## config.mk

```make
export PLATFORM = sky130hd
export DESIGN_NAME = iifr_top
export DESIGN_NICKNAME = d
export VERILOG_FILES = /design/src/core/iifr_event_bits.v /design/src/core/iifr_top.v
export VERILOG_INCLUDE_DIRS = /design/src /design/src/core
export SDC_FILE = /design/constraint.sdc
export NUM_CORES = 1
export LEC_CHECK = 0
export BUFFER_PORTS_ARGS = -buffer_cell sky130_fd_sc_hd__buf_2
export CORE_ASPECT_RATIO = 0.75
export CORE_MARGIN = 1
export CORE_UTILIZATION = 49
export DETAILED_ROUTE_END_ITERATION = 7
export PLACE_DENSITY = 0.8
export SLEW_MARGIN = 30
export SYNTH_ARGS = -nofsm -noshare
export SYNTH_HDL_FRONTEND = slang
export SYNTH_SLANG_ARGS = --single-unit
```

## constraint.sdc

```tcl
create_clock -name core_clk_i -period 2.4 [get_ports core_clk_i]
set_input_delay 0.24 -clock core_clk_i [delete_from_list [all_inputs] [get_ports core_clk_i]]
set_output_delay 0.24 -clock core_clk_i [all_outputs]
set_load 0.01 [all_outputs]
```

## src/core/iifr_defines.vh

```
`ifndef IIFR_DEFINES_VH
`define IIFR_DEFINES_VH
// ---------------------------------------------------------------
// register byte offsets
// ---------------------------------------------------------------
`define IIFR_ADDR_W          8
`define IIFR_OFF_TX_EVT_SET  8'h90
`define IIFR_OFF_TX_EVT_CLR  8'h94
`define IIFR_OFF_TX_MSK_SET  8'h98
`define IIFR_OFF_TX_MSK_CLR  8'h9c
`define IIFR_OFF_RX_EVT_SET  8'ha0
`define IIFR_OFF_RX_EVT_CLR  8'ha4
`define IIFR_OFF_RX_MSK_SET  8'ha8
`define IIFR_OFF_RX_MSK_CLR  8'hac
`define IIFR_OFF_FAIRNESS    8'hdc
`define IIFR_OFF_MAIN_MSK    8'hf0
// ---------------------------------------------------------------
// field widths and reset values
// ---------------------------------------------------------------
`define IIFR_TX_CH           8
`define IIFR_RX_CH           4
`define IIFR_PRI_W           8
`define IIFR_TX_RST          8'h00
`define IIFR_RX_RST          4'h0
`define IIFR_PRI_RST         8'h00
`define IIFR_GATE_BIT        31
`define IIFR_ZERO32          32'h00000000
`endif

```

## src/core/iifr_event_bits.v

```verilog
`default_nettype none
`include "iifr_defines.vh"
// sticky event bits: set by rising edge or software, cleared by software only
module iifr_event_bits #(
    parameter N = 4
) (
    input  wire         core_clk_i,
    input  wire         rst_b_i,
    input  wire [N-1:0] ctx_irq_i,
    input  wire [N-1:0] sw_set_i,
    input  wire [N-1:0] sw_clr_i,
    output reg  [N-1:0] event_o
);
    reg [N-1:0] irq_prev_q;    // last sample of context lines
    wire [N-1:0] rise;         // asserting edge per context

    assign rise = ctx_irq_i & ~irq_prev_q;

    // ---------------------------------------------------------------
    // per-bit sticky flops
    // ---------------------------------------------------------------
    genvar g;
    generate
        for (g = 0; g < N; g = g + 1)
        begin : g_bit
            // edge detect and sticky hold, set wins over clear
            always @(posedge core_clk_i or negedge rst_b_i)
            begin
                if (!rst_b_i)
                begin
                    irq_prev_q[g] <= 1'b0;
                    event_o[g]    <= 1'b0;
                end
                else
                begin
                    irq_prev_q[g] <= ctx_irq_i[g];
                    if (rise[g] | sw_set_i[g])
                        event_o[g] <= 1'b1;
                    else if (sw_clr_i[g])
                        event_o[g] <= 1'b0;
                end
            end
        end
    endgenerate
endmodule
`default_nettype wire

```

## src/core/iifr_top.v

```verilog
// Strobed register access was decided locally.
`default_nettype none
`include "iifr_defines.vh"
// Summary of operation
// - eight tx mask bits, set/clear writes
// - tx mask readable at both addresses
// - tx mask bit n gates tx event n
// - four sticky rx context event bits
// - rx event set by edge or write
// - rx event cleared only by clear write
// - rx clear address reads event and mask
// - rx event upper bits read zero
// - rx events feed rx summary event
// - four rx mask bits, set/clear writes
// - rx mask readable at both addresses
// - rx mask bit n gates rx event n
// - eight-bit priority request limit, read/write
// - fairness resets zero, upper bits zero
// - global gate off blocks external interrupt
// - tx events set by edge or write
module iifr_top (
    input  wire                       core_clk_i,
    input  wire                       rst_b_i,
    input  wire [`IIFR_ADDR_W-1:0]    addr_i,
    input  wire [31:0]                wdata_i,
    input  wire                       wr_i,
    input  wire                       rd_i,
    output reg  [31:0]                rdata_o,
    input  wire [`IIFR_TX_CH-1:0]     tx_ctx_irq_i,
    input  wire [`IIFR_RX_CH-1:0]     rx_ctx_irq_i,
    output wire                       tx_iso_summary_event_o,
    output wire                       rx_iso_summary_event_o,
    output wire [`IIFR_RX_CH-1:0]     rx_channel_event_o,
    output wire [`IIFR_PRI_W-1:0]     pri_req_limit_o,
    output wire                       global_irq_gate_o,
    output wire                       irq_o
);
    // ---------------------------------------------------------------
    // register map, byte offsets on addr_i
    // ---------------------------------------------------------------
    // 90 / 94 : tx event set / clear; 94 reads event and mask
    // 98 / 9c : tx mask set / clear; both read the mask
    // a0 / a4 : rx event set / clear; a4 reads event and mask
    // a8 / ac : rx mask set / clear; both read the mask
    // dc      : priority request limit in the low byte
    // f0      : global irq gate in the top bit
    // unmapped offsets read zero and ignore writes;
    // reserved upper bits of every word read zero.
    // event bits are sticky: a rising context line or a
    // set write raises them, only a clear write drops them,
    // and a rise in the same cycle as a clear still wins.
    // read data stand for the one cycle after the strobe.

    // ---------------------------------------------------------------
    // reset synchroniser
    // ---------------------------------------------------------------
    reg rst_meta_q;    // first stage
    reg rst_sync_q;    // released reset used inside

    // two-flop release of asynchronous reset
    // assertion is immediate, release waits two edges;
    // only the second stage is used by the rest of the block
    always @(posedge core_clk_i or negedge rst_b_i)
    begin
        // pin low: both stages cleared at once
        if (!rst_b_i)
        begin
            rst_meta_q <= 1'b0;
            rst_sync_q <= 1'b0;
        end
        else
        begin
            // shift a one through the pair
            rst_meta_q <= 1'b1;
            rst_sync_q <= rst_meta_q;
        end
    end

    // ---------------------------------------------------------------
    // address decode
    // ---------------------------------------------------------------
    // one-hot write hit for an offset
    // the strobe is folded in, so a hit lasts one cycle
    function wr_hit;
        input [`IIFR_ADDR_W-1:0] a;
        input [`IIFR_ADDR_W-1:0] off;
        input                    w;
        begin
            wr_hit = w & (a == off);
        end
    endfunction

    // write hits, one per register address
    wire wr_tx_evt_set = wr_hit(addr_i, `IIFR_OFF_TX_EVT_SET, wr_i);
    wire wr_tx_evt_clr = wr_hit(addr_i, `IIFR_OFF_TX_EVT_CLR, wr_i);
    wire wr_tx_msk_set = wr_hit(addr_i, `IIFR_OFF_TX_MSK_SET, wr_i);
    wire wr_tx_msk_clr = wr_hit(addr_i, `IIFR_OFF_TX_MSK_CLR, wr_i);
    wire wr_rx_evt_set = wr_hit(addr_i, `IIFR_OFF_RX_EVT_SET, wr_i);
    wire wr_rx_evt_clr = wr_hit(addr_i, `IIFR_OFF_RX_EVT_CLR, wr_i);
    wire wr_rx_msk_set = wr_hit(addr_i, `IIFR_OFF_RX_MSK_SET, wr_i);
    wire wr_rx_msk_clr = wr_hit(addr_i, `IIFR_OFF_RX_MSK_CLR, wr_i);
    wire wr_fair       = wr_hit(addr_i, `IIFR_OFF_FAIRNESS, wr_i);
    wire wr_main_msk   = wr_hit(addr_i, `IIFR_OFF_MAIN_MSK, wr_i);

    // ---------------------------------------------------------------
    // state registers
    // ---------------------------------------------------------------
    reg  [`IIFR_TX_CH-1:0] tx_mask_q;     // per-channel tx enables
    reg  [`IIFR_RX_CH-1:0] rx_mask_q;     // per-channel rx enables
    reg  [`IIFR_PRI_W-1:0] pri_req_q;     // priority request limit
    reg                    gate_q;        // global irq gate
    wire [`IIFR_TX_CH-1:0] tx_event;      // sticky tx events
    wire [`IIFR_RX_CH-1:0] rx_event;      // sticky rx events
    reg  [`IIFR_TX_CH-1:0] tx_mask_d;     // next tx enables
    reg  [`IIFR_RX_CH-1:0] rx_mask_d;     // next rx enables
    reg  [`IIFR_PRI_W-1:0] pri_req_d;     // next priority limit
    reg                    gate_d;        // next global gate

    // next values of mask and control registers
    // set and clear share one strobe, so they never collide
    always @*
    begin
        // hold every register by default
        tx_mask_d = tx_mask_q;
        rx_mask_d = rx_mask_q;
        pri_req_d = pri_req_q;
        gate_d    = gate_q;
        if (wr_tx_msk_set)
        begin
            // ones set bits, zeros leave them
            tx_mask_d = tx_mask_q | wdata_i[`IIFR_TX_CH-1:0];
        end
        else if (wr_tx_msk_clr)
        begin
            // ones clear bits, zeros leave them
            tx_mask_d = tx_mask_q & ~wdata_i[`IIFR_TX_CH-1:0];
        end
        if (wr_rx_msk_set)
        begin
            // ones set bits, zeros leave them
            rx_mask_d = rx_mask_q | wdata_i[`IIFR_RX_CH-1:0];
        end
        else if (wr_rx_msk_clr)
        begin
            // ones clear bits, zeros leave them
            rx_mask_d = rx_mask_q & ~wdata_i[`IIFR_RX_CH-1:0];
        end
        if (wr_fair)
        begin
            // low byte only, upper bits dropped
            pri_req_d = wdata_i[`IIFR_PRI_W-1:0];
        end
        // gate bit lives in its own register
        if (wr_main_msk)
        begin
            // plain read/write bit, no set/clear pair
            gate_d = wdata_i[`IIFR_GATE_BIT];
        end
    end

    // mask and control registers
    always @(posedge core_clk_i or negedge rst_sync_q)
    begin
        if (!rst_sync_q)
        begin
            // all enables off, limit zero, gate closed
            tx_mask_q <= `IIFR_TX_RST;
            rx_mask_q <= `IIFR_RX_RST;
            pri_req_q <= `IIFR_PRI_RST;
            gate_q    <= 1'b0;
        end
        else
        begin
            // load next values
            tx_mask_q <= tx_mask_d;
            rx_mask_q <= rx_mask_d;
            pri_req_q <= pri_req_d;
            gate_q    <= gate_d;
        end
    end

    // ---------------------------------------------------------------
    // sticky event banks
    // ---------------------------------------------------------------
    // strobes become per-bit pulses; idle value is all zeros
    // a line held high makes one event, not one per cycle
    // tx events by edge or set write
    iifr_event_bits #(
        .N (`IIFR_TX_CH)
    ) u_tx_events (
        .core_clk_i (core_clk_i),
        .rst_b_i    (rst_sync_q),
        .ctx_irq_i  (tx_ctx_irq_i),
        .sw_set_i   (wr_tx_evt_set ? wdata_i[`IIFR_TX_CH-1:0] : `IIFR_TX_RST),
        .sw_clr_i   (wr_tx_evt_clr ? wdata_i[`IIFR_TX_CH-1:0] : `IIFR_TX_RST),
        .event_o    (tx_event)
    );

    // same bank shape, four receive contexts
    // reads never touch these bits
    // rx events by edge or write
    iifr_event_bits #(
        .N (`IIFR_RX_CH)
    ) u_rx_events (
        .core_clk_i (core_clk_i),
        .rst_b_i    (rst_sync_q),
        .ctx_irq_i  (rx_ctx_irq_i),
        .sw_set_i   (wr_rx_evt_set ? wdata_i[`IIFR_RX_CH-1:0] : `IIFR_RX_RST),
        .sw_clr_i   (wr_rx_evt_clr ? wdata_i[`IIFR_RX_CH-1:0] : `IIFR_RX_RST),
        .event_o    (rx_event)
    );

    // ---------------------------------------------------------------
    // summary and interrupt
    // ---------------------------------------------------------------
    // masked copies feed the summaries and the clear-address reads
    // tx mask gates tx event
    wire [`IIFR_TX_CH-1:0] tx_masked = tx_event & tx_mask_q;
    wire [`IIFR_RX_CH-1:0] rx_masked = rx_event & rx_mask_q;

    // summaries are plain gates on flop outputs, no extra delay
    // or-reduce masked events
    assign tx_iso_summary_event_o = |tx_masked;
    assign rx_iso_summary_event_o = |rx_masked;
    // raw rx events for the main event logic
    assign rx_channel_event_o     = rx_event;
    // limit for the arbitration logic elsewhere
    assign pri_req_limit_o        = pri_req_q;
    // gate copy for the main interrupt logic
    assign global_irq_gate_o      = gate_q;
    // gate off masks irq_o only; the summaries and the event bits still record
    // gate blocks external interrupt
    assign irq_o = gate_q & (tx_iso_summary_event_o | rx_iso_summary_event_o);

    // ---------------------------------------------------------------
    // read mux, data one cycle after strobe
    // ---------------------------------------------------------------
    reg [31:0] rdata_d;    // selected read word

    // decode read word; unmapped reads zero
    always @*
    begin
        rdata_d = `IIFR_ZERO32;
        case (addr_i)
            // raw tx events
            `IIFR_OFF_TX_EVT_SET:
                rdata_d[`IIFR_TX_CH-1:0] = tx_event;
            // tx events qualified by mask
            `IIFR_OFF_TX_EVT_CLR:
                rdata_d[`IIFR_TX_CH-1:0] = tx_masked;
            `IIFR_OFF_TX_MSK_SET,
            `IIFR_OFF_TX_MSK_CLR:
                rdata_d[`IIFR_TX_CH-1:0] = tx_mask_q;
            `IIFR_OFF_RX_EVT_SET:
                rdata_d[`IIFR_RX_CH-1:0] = rx_event;
            `IIFR_OFF_RX_EVT_CLR:
                rdata_d[`IIFR_RX_CH-1:0] = rx_masked;
            `IIFR_OFF_RX_MSK_SET,
            `IIFR_OFF_RX_MSK_CLR:
                rdata_d[`IIFR_RX_CH-1:0] = rx_mask_q;
            `IIFR_OFF_FAIRNESS:
                rdata_d[`IIFR_PRI_W-1:0] = pri_req_q;
            // gate alone in the top bit
            `IIFR_OFF_MAIN_MSK:
                rdata_d[`IIFR_GATE_BIT] = gate_q;
            // unmapped offsets read zero
            default:
                rdata_d = `IIFR_ZERO32;
        endcase
    end

    // register read data only on a read strobe
    // the word stands one cycle, then the bus rests at zero,
    // so a stale word is never mistaken for a fresh one
    always @(posedge core_clk_i or negedge rst_sync_q)
    begin
        if (!rst_sync_q)
        begin
            // bus quiet in reset
            rdata_o <= `IIFR_ZERO32;
        end
        else if (rd_i)
        begin
            // capture the selected word
            rdata_o <= rdata_d;
        end
        else
        begin
            // no read: drive zero
            rdata_o <= `IIFR_ZERO32;
        end
    end
endmodule
`default_nettype wire

```

Word level (Yosys, flattened, before mapping)
Index checks and enable logic that the tools add are counted.
W data, S select, Z words.

storage, ports and cells
  input port bits = 56
  flip-flop bits (word level) = 79

operators by class
  equal/unequal tests = 10
  multiplexer cells = 36
  reductions and logical operators = 18
  bitwise operators = 36

operator list
  operator              number
  $eq A8 B8 Y1 const B  10
  $mux W32              1
  $mux W8               4
  $pmux W4 S7           1
  $reduce_bool A2 Y1    14
  $mux W1               25
  $and A8 B8 Y8         3
  $mux W4               4
  $not A8 Y8            2
  $pmux W4 S4           1
  $or A1 B1 Y1          13
  $and A4 B4 Y4         3
  $and A1 B1 Y1         11
  $not A4 Y4            2
  $or A8 B8 Y8          1
  $reduce_or A8 Y1      1
  $or A4 B4 Y4          1
  $reduce_or A2 Y1      2
  $reduce_or A4 Y1      1

Longest topological paths before layout
Gate-level depths: netlist of run 1.

  depth in word-level cells = 5
  gate-level depth with buffers = 6
  depth with buffers taken out = 4

By module
From an unflattened synthesis of run 1, not the netlist that was laid out.

second synthesis, totals
  cells, all modules = 282
  area, all modules = 2911.5 µm²

by module, submodules not included
  module                         seq. area each (µm²)  times used  cells an instance  area an instance (µm²)
  iifr_top                       800.8                 1           222                2100.8
  iifr_event_bits (u_tx_events)  400.4                 1           40                 540.5
  iifr_event_bits (u_rx_events)  200.2                 1           20                 270.3

Least setup slack after synthesis of run 1
OpenSTA, ideal clock, no wires.

  kind = input to register
  start point = input port addr_i[2]
  end point = register gate_q, in the netlist global_irq_gate_o
  stages = 5
  path slack = 0.810 ns
  arrival time = 1.465 ns
  setup time = 0.125 ns
  cells stage by stage = buf_6 or4_4 nor3_2 nand2_1 mux2_4

on the way
  longest elaborated chain between the ends = 2

ends and longest elaborated chain
  item                  RTL line        RTL
  start, declared       iifr_top.v:24   input wire [`IIFR_ADDR_W-1:0] addr_i,
  $eq A8 B8 Y1          iifr_top.v:89   wr_hit = w & (a == off);
  $and A1 B1 Y1         iifr_top.v:89
  end signal, assigned  iifr_top.v:178  gate_q <= gate_d;
  end, declared         iifr_top.v:111  reg gate_q;

No other way between the ends.
A chain may end at the register's enable or synchronous reset.

Worst setup path in the final report of run 1
  start point = register u_tx_events.event_o[1]
  end point = output port irq_o

on the way
  longest elaborated chain between the ends = 4

ends and longest elaborated chain
  item                             RTL line              RTL
  start, declared                  iifr_event_bits.v:12  output reg [N-1:0] event_o
  start signal, assigned by index  iifr_event_bits.v:32  event_o[g] <= 1'b0;
  start signal, assigned by index  iifr_event_bits.v:38  event_o[g] <= 1'b1;
  start signal, assigned by index  iifr_event_bits.v:40  event_o[g] <= 1'b0;
  $and A8 B8 Y8                    iifr_top.v:218        wire [`IIFR_TX_CH-1:0] tx_masked = tx_event & tx_mask_q;
  $reduce_or A8 Y1                 iifr_top.v:223        assign tx_iso_summary_event_o = |tx_masked;
  $or A1 B1 Y1                     iifr_top.v:233        assign irq_o = gate_q & (tx_iso_summary_event_o | rx_iso_summary_event_o);
  $and A1 B1 Y1                    iifr_top.v:233
  end, declared                    iifr_top.v:36         output wire irq_o

No other way between the ends.

==> results.cfg, run 1 <==
[status]
outcome = completed

[power]
max-vdd-ir-drop_mv = 0.305
p_clk_frac = 0.293
p_seq_frac = 0.587
p_int_mw = 1.26
power.switching_mw = 0.431
power_mw = 1.69
swShare = 0.255
power_frac_comb = 0.119
powerDensity_nw_per_um2 = 527
p_leak_nw = 1.51

[synthesis]
synthCells = 248
syn_area_um2 = 2830
netlist_top_cells_area = dfrtp_1, buf_4, nand2_1
synth_flop_cell = dfrtp_1
synth-simple-area-share = 0.191
synth_top_family_by_area = simple AND/OR/NAND/NOR gates
yosysSeqAreaShare = 0.495
synth_common_cells = dfrtp_1, nand2_1, buf_4
synth-async-reset-ratio = 1.00
synth-xor-area-share = 0
synth_edf_count = 0
ys_seq_elements = 56
syn_area_per_cell_um2 = 11.4
muxShareOfSynthArea = 0.0955
yosysTopAreaCellShare = 0.495
yosysWarnings = 0
synth_most_common_cell = dfrtp_1
synth_compound_area_frac = 0.139
synthAdderAreaFrac = 0
synth_top_cell_by_area = dfrtp_1
synth.distinct_cells = 47

[route]
drc_errors = 0
totalWireLength_um = 6240
drt-pass1-iter-count = 4
wl_per_cell_um = 16.2
vias = 2114
drt_first_iter_violations = 262
antenna_left = 0
avgViaCountPerCell = 5.49

[grt]
grtUsageTotal = 0.219
grt_pass1_wl_um = 9980
grt_pass1_vias = 1943
grt_max_degree = 55
gr-total-overflow = 0
antenna_found_initial = 0

[flow_run]
max-cap-violations = 0

[worst_setup_path]
critPathArrivalTime_ps = 1790
cp-end-kind = primary output
path_class = flop to primary output
rrSetupSlack_ps = 1040
crit_path_start_kind = flop
crit_required_ps = 2160
max_stage_delay_ps = 440
cp_slowest_cell = dfrtp_1
worstPathCellList = a22o_1 > a221oi_1 > nand4_1 > o21a_1 > buf_2
cp_max_fo = 4

[clock_network]
clockBufferDepth = 2
clock_latency_ps = 300
cts.clk_slew.worst_paths_ps = 90
cts_made_buffers = 5
cts_hold_buf = 1
numClockSinks = 56
htreeDepth = 2
cts_resized = 0
cts_tree = built
postCtsSetupRepairBufs = 0
clockRootBuffer = clkbuf_8

[timing]
period_minus_slack_ps = 2030
slew_violations = 0
worst_pin_slew_ps = 649
worst_slew_margin_rel = 0.567
fmax_ghz = 0.494
setup_violations = 0
hold_viol = 0
rsz0062_at_grt = no
fin_skew_ps = 9.64
whs_ps = 43.9
fin_crit_sh = 0.844
tns_ps = 0

[die]
io_pins = 104
core_area_um2 = 5440
die_y_um = 67.8
initial_utilization = 0.520
placementRows = 23
dieArea_um2 = 6080
chipWidth_um = 89.7

[placed_design]
dp_hpwl_um = 4760
placed_area_um2 = 3110
port-buffer-count = 57
place_congestion = 0.960

[min_path]
min-delay-path-class = input port to flop

[layout]
layout-drive-gt1-share = 0.281
fin_area_um2 = 3200
area_growth_pct = 13.3
multiInputGateArea_um2 = 1290
nets = 365
n_fill_cell = 483
layout.area.seq_um2 = 1400
n_antenna_cell = 0
## worst paths after layout
kind,to,from,depth (start not counted)
max,irq_o,u_tx_events.event_o[1]$_DFFE_PN0P_,5
min,u_tx_events.irq_prev_q[5]$_DFF_PN0_,tx_ctx_irq_i[5],1
max reg2reg,rdata_o[1]$_DFF_PN0_,u_tx_events.event_o[1]$_DFFE_PN0P_,4
min reg2reg,rst_sync_q$_DFF_PN0_,rst_meta_q$_DFF_PN0_,0
max in group asynchronous,rdata_o[31]$_DFF_PN0_,rst_sync_q$_DFF_PN0_,1
min in group asynchronous,rst_meta_q$_DFF_PN0_,rst_b_i,2
## critical path: cells and delay by family (launching register included)
family	cells	cell delay [ps]
AND/OR/NAND/NOR	1	200
buffers and inverters	1	130
flip-flops	1	440
AO/OA/AOI/OAI	3	710
## power by group through the flow
stage | clock, mW | sequential, mW | combinational, mW
floorplan | 0 | 1.02 | 0.129
detailed placement | 0 | 1.01 | 0.200
global placement | 0 | 1.01 | 0.197
global route | 0.543 | 0.996 | 0.222
finish | 0.495 | 0.992 | 0.201
CTS | 0.509 | 0.992 | 0.201
## cell families after synthesis
group / count (synthesis)
simple gates: 87
compound gates: 50
mux: 21
buf+inv: 32
flops: 56
other cells: 2
## per-layer routing
layer,global-route usage,share of wire,vias to the layer above
met1,0.316,0.48,1007
met5,0,0,-
li1,-,-,994
met3,0.0428,0.087,9
met2,0.335,0.42,104
met4,0.0676,0.013,0
## final cells by class
cell class | count | share of cell area
inverters | 3 | 0.00351
flip-flops and latches | 56 | 0.438
clock inverters | 1 | 0.00273
clock buffers | 7 | 0.0238
multi-input cells | 182 | 0.404
well taps | 75 | 0.0293
repair buffers | 61 | 0.0992
## layout by cell type (no fill, tap or decap), types with 2 or more instances in the layout
cell       count
buf_2         57
nand4bb_1      2
conb_1        24
o21bai_1       2
and4bb_1       2
nand3b_1       4
clkbuf_1       2
a221o_1       12
and3_1         6
buf_4          3
nor3_2         3
o22ai_1        2
nor3_4         2
a21oi_1        9
a22o_1         5
nand3_1        2
clkbuf_8       5
dfrtp_1       55
mux2_4         9
nor2b_1       14
a22oi_1        5
nor2_1         3
nand2_1       37
o2111ai_1      3
o221ai_1       3
mux2_1        12
a31oi_1        2
nand4_1        3
## stage by stage
step | utilization | setup slack (ps) | cells
global route | 0.589 | 282 | 385
global placement | 0.572 | 526 | 376
finish | 0.589 | 374 | 385
CTS | 0.589 | 370 | 385
detailed placement | 0.572 | 523 | 376
floorplan | - | 726 | 270
Note: power is estimated with default switching activity, not from simulation.
==> inputs of run 2 (changes only) <==
- CORE_UTILIZATION: 49 -> 45
- PLACE_DENSITY: 0.8 -> 0.78
- clock period: 2.4 -> 1.8 ns (I/O delays scaled with it)
==> run 2 against run 1 <==
The run now ends with negative setup slack left. Clock power up 44%. Combinational power grew 45%. Sequential power rose by 33%.
==> results.cfg, run 2 (synthesized netlist as in run 1, its figures left out) <==
[status]
outcome = complete, but fails checks
failed_checks = negative setup slack

[placed_design]
dp_hpwl_um = 4800
place_congestion = 0.887
port-buffer-count = 57

[route]
totalWireLength_um = 6370
wl_per_cell_um = 15.7
avgViaCountPerCell = 5.44
vias = 2204
drc_errors = 0
antenna_left = 0
drt_first_iter_violations = 266
drt-pass1-iter-count = 5

[grt]
grt_max_degree = 55
grt_pass1_wl_um = 10400
grt_pass1_vias = 2036
gr-total-overflow = 0
antenna_found_initial = 0
grtUsageTotal = 0.204

[timing]
fin_crit_sh = 1.01
fmax_ghz = 0.548
fin_skew_ps = 8.02
setup_violations = 1
worst_slew_margin_rel = 0.571
hold_viol = 0
worst_slack_ps = -25.9
rsz0062_at_grt = yes
slew_violations = 0
worst_pin_slew_ps = 644
tns_ps = -25.9
period_minus_slack_ps = 1830

[worst_setup_path]
ff2ff_path_depth = 5
rr_endpoint = rdata_o[1]$_DFF_PN0_
path_class = flop to primary output
critPathCapture = irq_o
critPathArrivalTime_ps = 1650
timing.rr.start = u_tx_events.event_o[1]$_DFFE_PN0P_
cp_max_fo = 3
crit_path_start_kind = flop
crit_required_ps = 1620
cp-end-kind = primary output
rrSetupSlack_ps = 440

[die]
io_pins = 104
initial_utilization = 0.476
dieArea_um2 = 6610
placementRows = 24
die_y_um = 70.7
chipWidth_um = 93.6
core_area_um2 = 5950

[power]
p_seq_frac = 0.568
p_clk_frac = 0.306
p_int_mw = 1.73
powerDensity_nw_per_um2 = 688
power_frac_comb = 0.126
p_leak_nw = 1.59
power.switching_mw = 0.594
max-vdd-ir-drop_mv = 0.431
swShare = 0.255

[layout]
area_growth_pct = 19.6
final_cell_mix = buf_2, dfrtp_1, nand2_1, conb_1, nor2b_1
multiInputGateArea_um2 = 1300
layout-drive-gt1-share = 0.291
nets = 382
final_common_cell = buf_2
layout.area.seq_um2 = 1400
fin_util = 0.569
n_antenna_cell = 0
n_fill_cell = 543

[clock_network]
htreeDepth = 2
cts.clk_slew.worst_paths_ps = 90
clockRootBuffer = clkbuf_8
cts_tree = built
clockBufferDepth = 2
cts_made_buffers = 5
clock_latency_ps = 310
numClockSinks = 56

[min_path]
min-delay-path-class = input port to flop

[flow_run]
max-cap-violations = 0
-- run 2: final cells by class --
cell class,count,share of cell area
multi-input combinational,182,0.384
tap,78,0.0288
clock inverter,2,0.00407
clock buffer,6,0.0244
inverter,3,0.00333
timing repair buffer,78,0.141
sequential,56,0.415
-- run 2: metal layers --
metal | global-route usage | vias up | share of wire
met1 | 0.310 | 1065 | 0.46
met3 | 0.0376 | 9 | 0.083
li1 | - | 1022 | -
met2 | 0.307 | 108 | 0.45
met4 | 0.0410 | 0 | 0.0080
met5 | 0 | - | 0
-- run 2: power groups by stage --
stage	registers (mW)	logic [mW]	clock network, mW
CTS	1.32	0.291	0.734
global placement	1.35	0.260	0
global route	1.33	0.322	0.784
floorplan	1.36	0.172	0
finish	1.32	0.292	0.712
detailed placement	1.35	0.268	0
-- run 2: what timing repair did --
| action | in CTS | in global routing |
|---|---|---|
| gates resized for setup | 1 | 0 |
| hold buffers | 13 | 0 |
| setup buffers | 1 | 1 |
| pin swaps | 1 | 1 |
| setup endpoints to repair | 1 | 1 |
| endpoints found under the hold margin | 14 | 0 |
-- run 2: worst min-delay path by stage --
stage | start | end | slack [ps] | cells past startpoint
floorplan | rst_b_i | rst_meta_q$_DFF_PN0_ | -120 | 0
global placement | rst_b_i | rst_meta_q$_DFF_PN0_ | -30 | 1
detailed placement | rst_b_i | rst_meta_q$_DFF_PN0_ | -30 | 1
CTS | wdata_i[31] | global_irq_gate_o$_DFFE_PN0P_ | 110 | 2
global route | wdata_i[31] | global_irq_gate_o$_DFFE_PN0P_ | 120 | 2
finish | wdata_i[31] | global_irq_gate_o$_DFFE_PN0P_ | 120 | 2
-- run 2: through the flow --
stage                     setup slack [ps]  area, um2  hold WS, ps  std cells  power [mW]
after floorplan                        126       2910         -116        270        1.53
after global placement                 138       3140        -34.6        382        1.61
after detailed placement              90.5       3140        -33.4        382        1.62
after CTS                            -7.35       3380          114        404        2.35
after global routing                 -69.2       3380          116        405        2.43
final                                -25.9       3380          117        405        2.33
-- run 2: worst max-delay path: stages (launching register included) --
cell and delay (ps):
dfrtp_1 410, a22o_1 230, a221oi_2 200, nand4_1 170, o21a_1 190, buf_2 130
==> inputs of run 3 (changes only) <==
--- a/config.mk
+++ b/config.mk
@@ -8,8 +8,8 @@
 export LEC_CHECK = 0
-export BUFFER_PORTS_ARGS = -buffer_cell sky130_fd_sc_hd__buf_2
 export CORE_ASPECT_RATIO = 0.75
 export CORE_MARGIN = 1
-export CORE_UTILIZATION = 45
+export CORE_UTILIZATION = 57
 export DETAILED_ROUTE_END_ITERATION = 7
-export PLACE_DENSITY = 0.78
+export DONT_BUFFER_PORTS = 1
+export PLACE_DENSITY = 0.76
 export SLEW_MARGIN = 30
--- a/constraint.sdc
+++ b/constraint.sdc
@@ -3,2 +3,2 @@
 set_output_delay 0.18 -clock core_clk_i [all_outputs]
-set_load 0.01 [all_outputs]
+set_load 0.02 [all_outputs]
==> run 3 against run 2 <==
The flow now finishes without violations. Die area is 21% lower. Final cell count down 18%. Sequential power hardly changed. Critical endpoint unchanged. Register-to-register slack better by 20 ps. Total power decreased by 3.4%. Clock power shrank 6.2%. Clock-buffer cell count grew 1. Sequential share of layout area increased by 3.7 points. Combinational power fell by 18%. Cell area down 8.1%. Global-route usage rose by 3.3 points. Non-clock buffer count down 53.
==> results.cfg, run 3 (synthesized netlist as in run 1, its figures left out) <==
[route]
drt-pass1-iter-count = 5
vias = 2010
totalWireLength_um = 5970
drt_first_iter_violations = 209
avgViaCountPerCell = 6.07
wl_per_cell_um = 18.0
drc_errors = 0
antenna_left = 0

[clock_network]
clockRootBuffer = clkbuf_8
clockBufferDepth = 2
clock_latency_ps = 300
htreeDepth = 2
cts.clk_slew.worst_paths_ps = 90
numClockSinks = 56
cts_tree = built
cts_made_buffers = 5

[worst_setup_path]
path_class = flop to primary output
cp_max_fo = 3
cp-end-kind = primary output
worst-path-buf-inv = 0
critPathArrivalTime_ps = 1610
worstPathCellList = a22o_1 > a221oi_2 > nand4_1 > o21a_2
max_stage_delay_ps = 400
cp_slowest_cell = dfrtp_1
crit_required_ps = 1620
cp_top_family = compound AO/OA/AOI/OAI gates
crit_path_start_kind = flop

[die]
placementRows = 21
initial_utilization = 0.612
chipWidth_um = 83.3
dieArea_um2 = 5250
die_y_um = 63.0
core_area_um2 = 4620
io_pins = 104

[power]
p_int_mw = 1.68
p_seq_frac = 0.597
powerDensity_nw_per_um2 = 723
power_mw = 2.25
max-vdd-ir-drop_mv = 0.549
p_leak_nw = 1.35
power.switching_mw = 0.571
p_clk_frac = 0.297
power_frac_comb = 0.106
swShare = 0.254

[timing]
period_minus_slack_ps = 1790
rsz0062_at_grt = yes
slew_violations = 0
setup_violations = 0
hold_viol = 0
fmax_ghz = 0.558
tns_ps = 0
fin_crit_sh = 0.995
fin_skew_ps = 3.41

[grt]
antenna_found_initial = 0
grt_max_degree = 45
grt_pass1_vias = 1839
grt_pass1_wl_um = 9580
gr-total-overflow = 0
grtUsageTotal = 0.237

[layout]
area_growth_pct = 9.91
final_cells = 331
fin_util = 0.672
final_common_cell = dfrtp_1
n_fill_cell = 342
final_cell_mix = dfrtp_1, nand2_1, conb_1, dlygate4sd3_1, nor2b_1
fin_area_um2 = 3110
layout-drive-gt1-share = 0.142
n_antenna_cell = 0
nets = 329

[placed_design]
dp_hpwl_um = 4430
placed_area_um2 = 2840
port-buffer-count = 0
dp.cells = 305
place_congestion = 0.935

[flow_run]
max-cap-violations = 0

[min_path]
min-delay-path-class = input port to flop

[status]
outcome = completed
-- run 3: cell types whose count changed in the layout (fill, tap and decap cells not counted), sizes merged --
cell         previous run  this run
dlygate4sd3            13        15
buf                    65        10
clkbuf                  6         7
inv                     3         2
-- run 3: metrics by stage --
stage	hold slack [ps]	worst slack, ps
after global routing	2.51	-58.5
after CTS	10.9	0.384
after floorplan	-116	126
final	14.7	8.60
after global placement	-116	226
after detailed placement	-116	205
-- run 3: power by group through the flow --
stage	Sequential [mW]	Combinational (mW)	Clock, mW
2_1_floorplan	1.37	0.202	0
3_3_place_gp	1.36	0.207	0
3_5_place_dp	1.37	0.210	0
4_1_cts	1.34	0.233	0.676
5_1_grt	1.35	0.257	0.727
6_report	1.34	0.238	0.668
-- run 3: cell type report --
type / count / area, um2 / share of cell area
repair buffers: 25 / 238 / 0.0765
clock buffers: 7 / 76.3 / 0.0245
clock inverters: 1 / 8.76 / 0.00282
flip-flops and latches: 56 / 1400 / 0.451
inverters: 3 / 11.3 / 0.00362
well taps: 57 / 71.3 / 0.0229
multi-input cells: 182 / 1300 / 0.419
-- run 3: metal layers --
metal  track usage  vias up  wire length [um]
li1              -      914                 -
met1         0.355      982              2760
met2         0.343      109              2630
met3        0.0568        5               536
met4        0.0668        0                40
met5             0        -                 0
-- run 3: repair_timing --
item	CTS	global route
setup endpoints to repair	2	1
pin swaps	1	3
hold buffers	13	2
hold endpoints to repair	14	2
gates resized for setup	2	0
setup buffers	0	3
-- run 3: final timing paths --
path | start | endpoint | slack [ps] | cells past startpoint
max | flop | irq_o | 9 | 4
min | wdata_i[0] | pri_req_limit_o[0]$_DFFE_PN0P_ | 10 | 1
max reg2reg | u_tx_events.event_o[1]$_DFFE_PN0P_ | rdata_o[1]$_DFF_PN0_ | 460 | 5
min reg2reg | rst_sync_q$_DFF_PN0_ | u_rx_events.irq_prev_q[0]$_DFF_PN0_ | 130 | 0
max in group asynchronous | rst_sync_q$_DFF_PN0_ | pri_req_limit_o[2]$_DFFE_PN0P_ | 1180 | 1
min in group asynchronous | rst_b_i | rst_meta_q$_DFF_PN0_ | 90 | 1
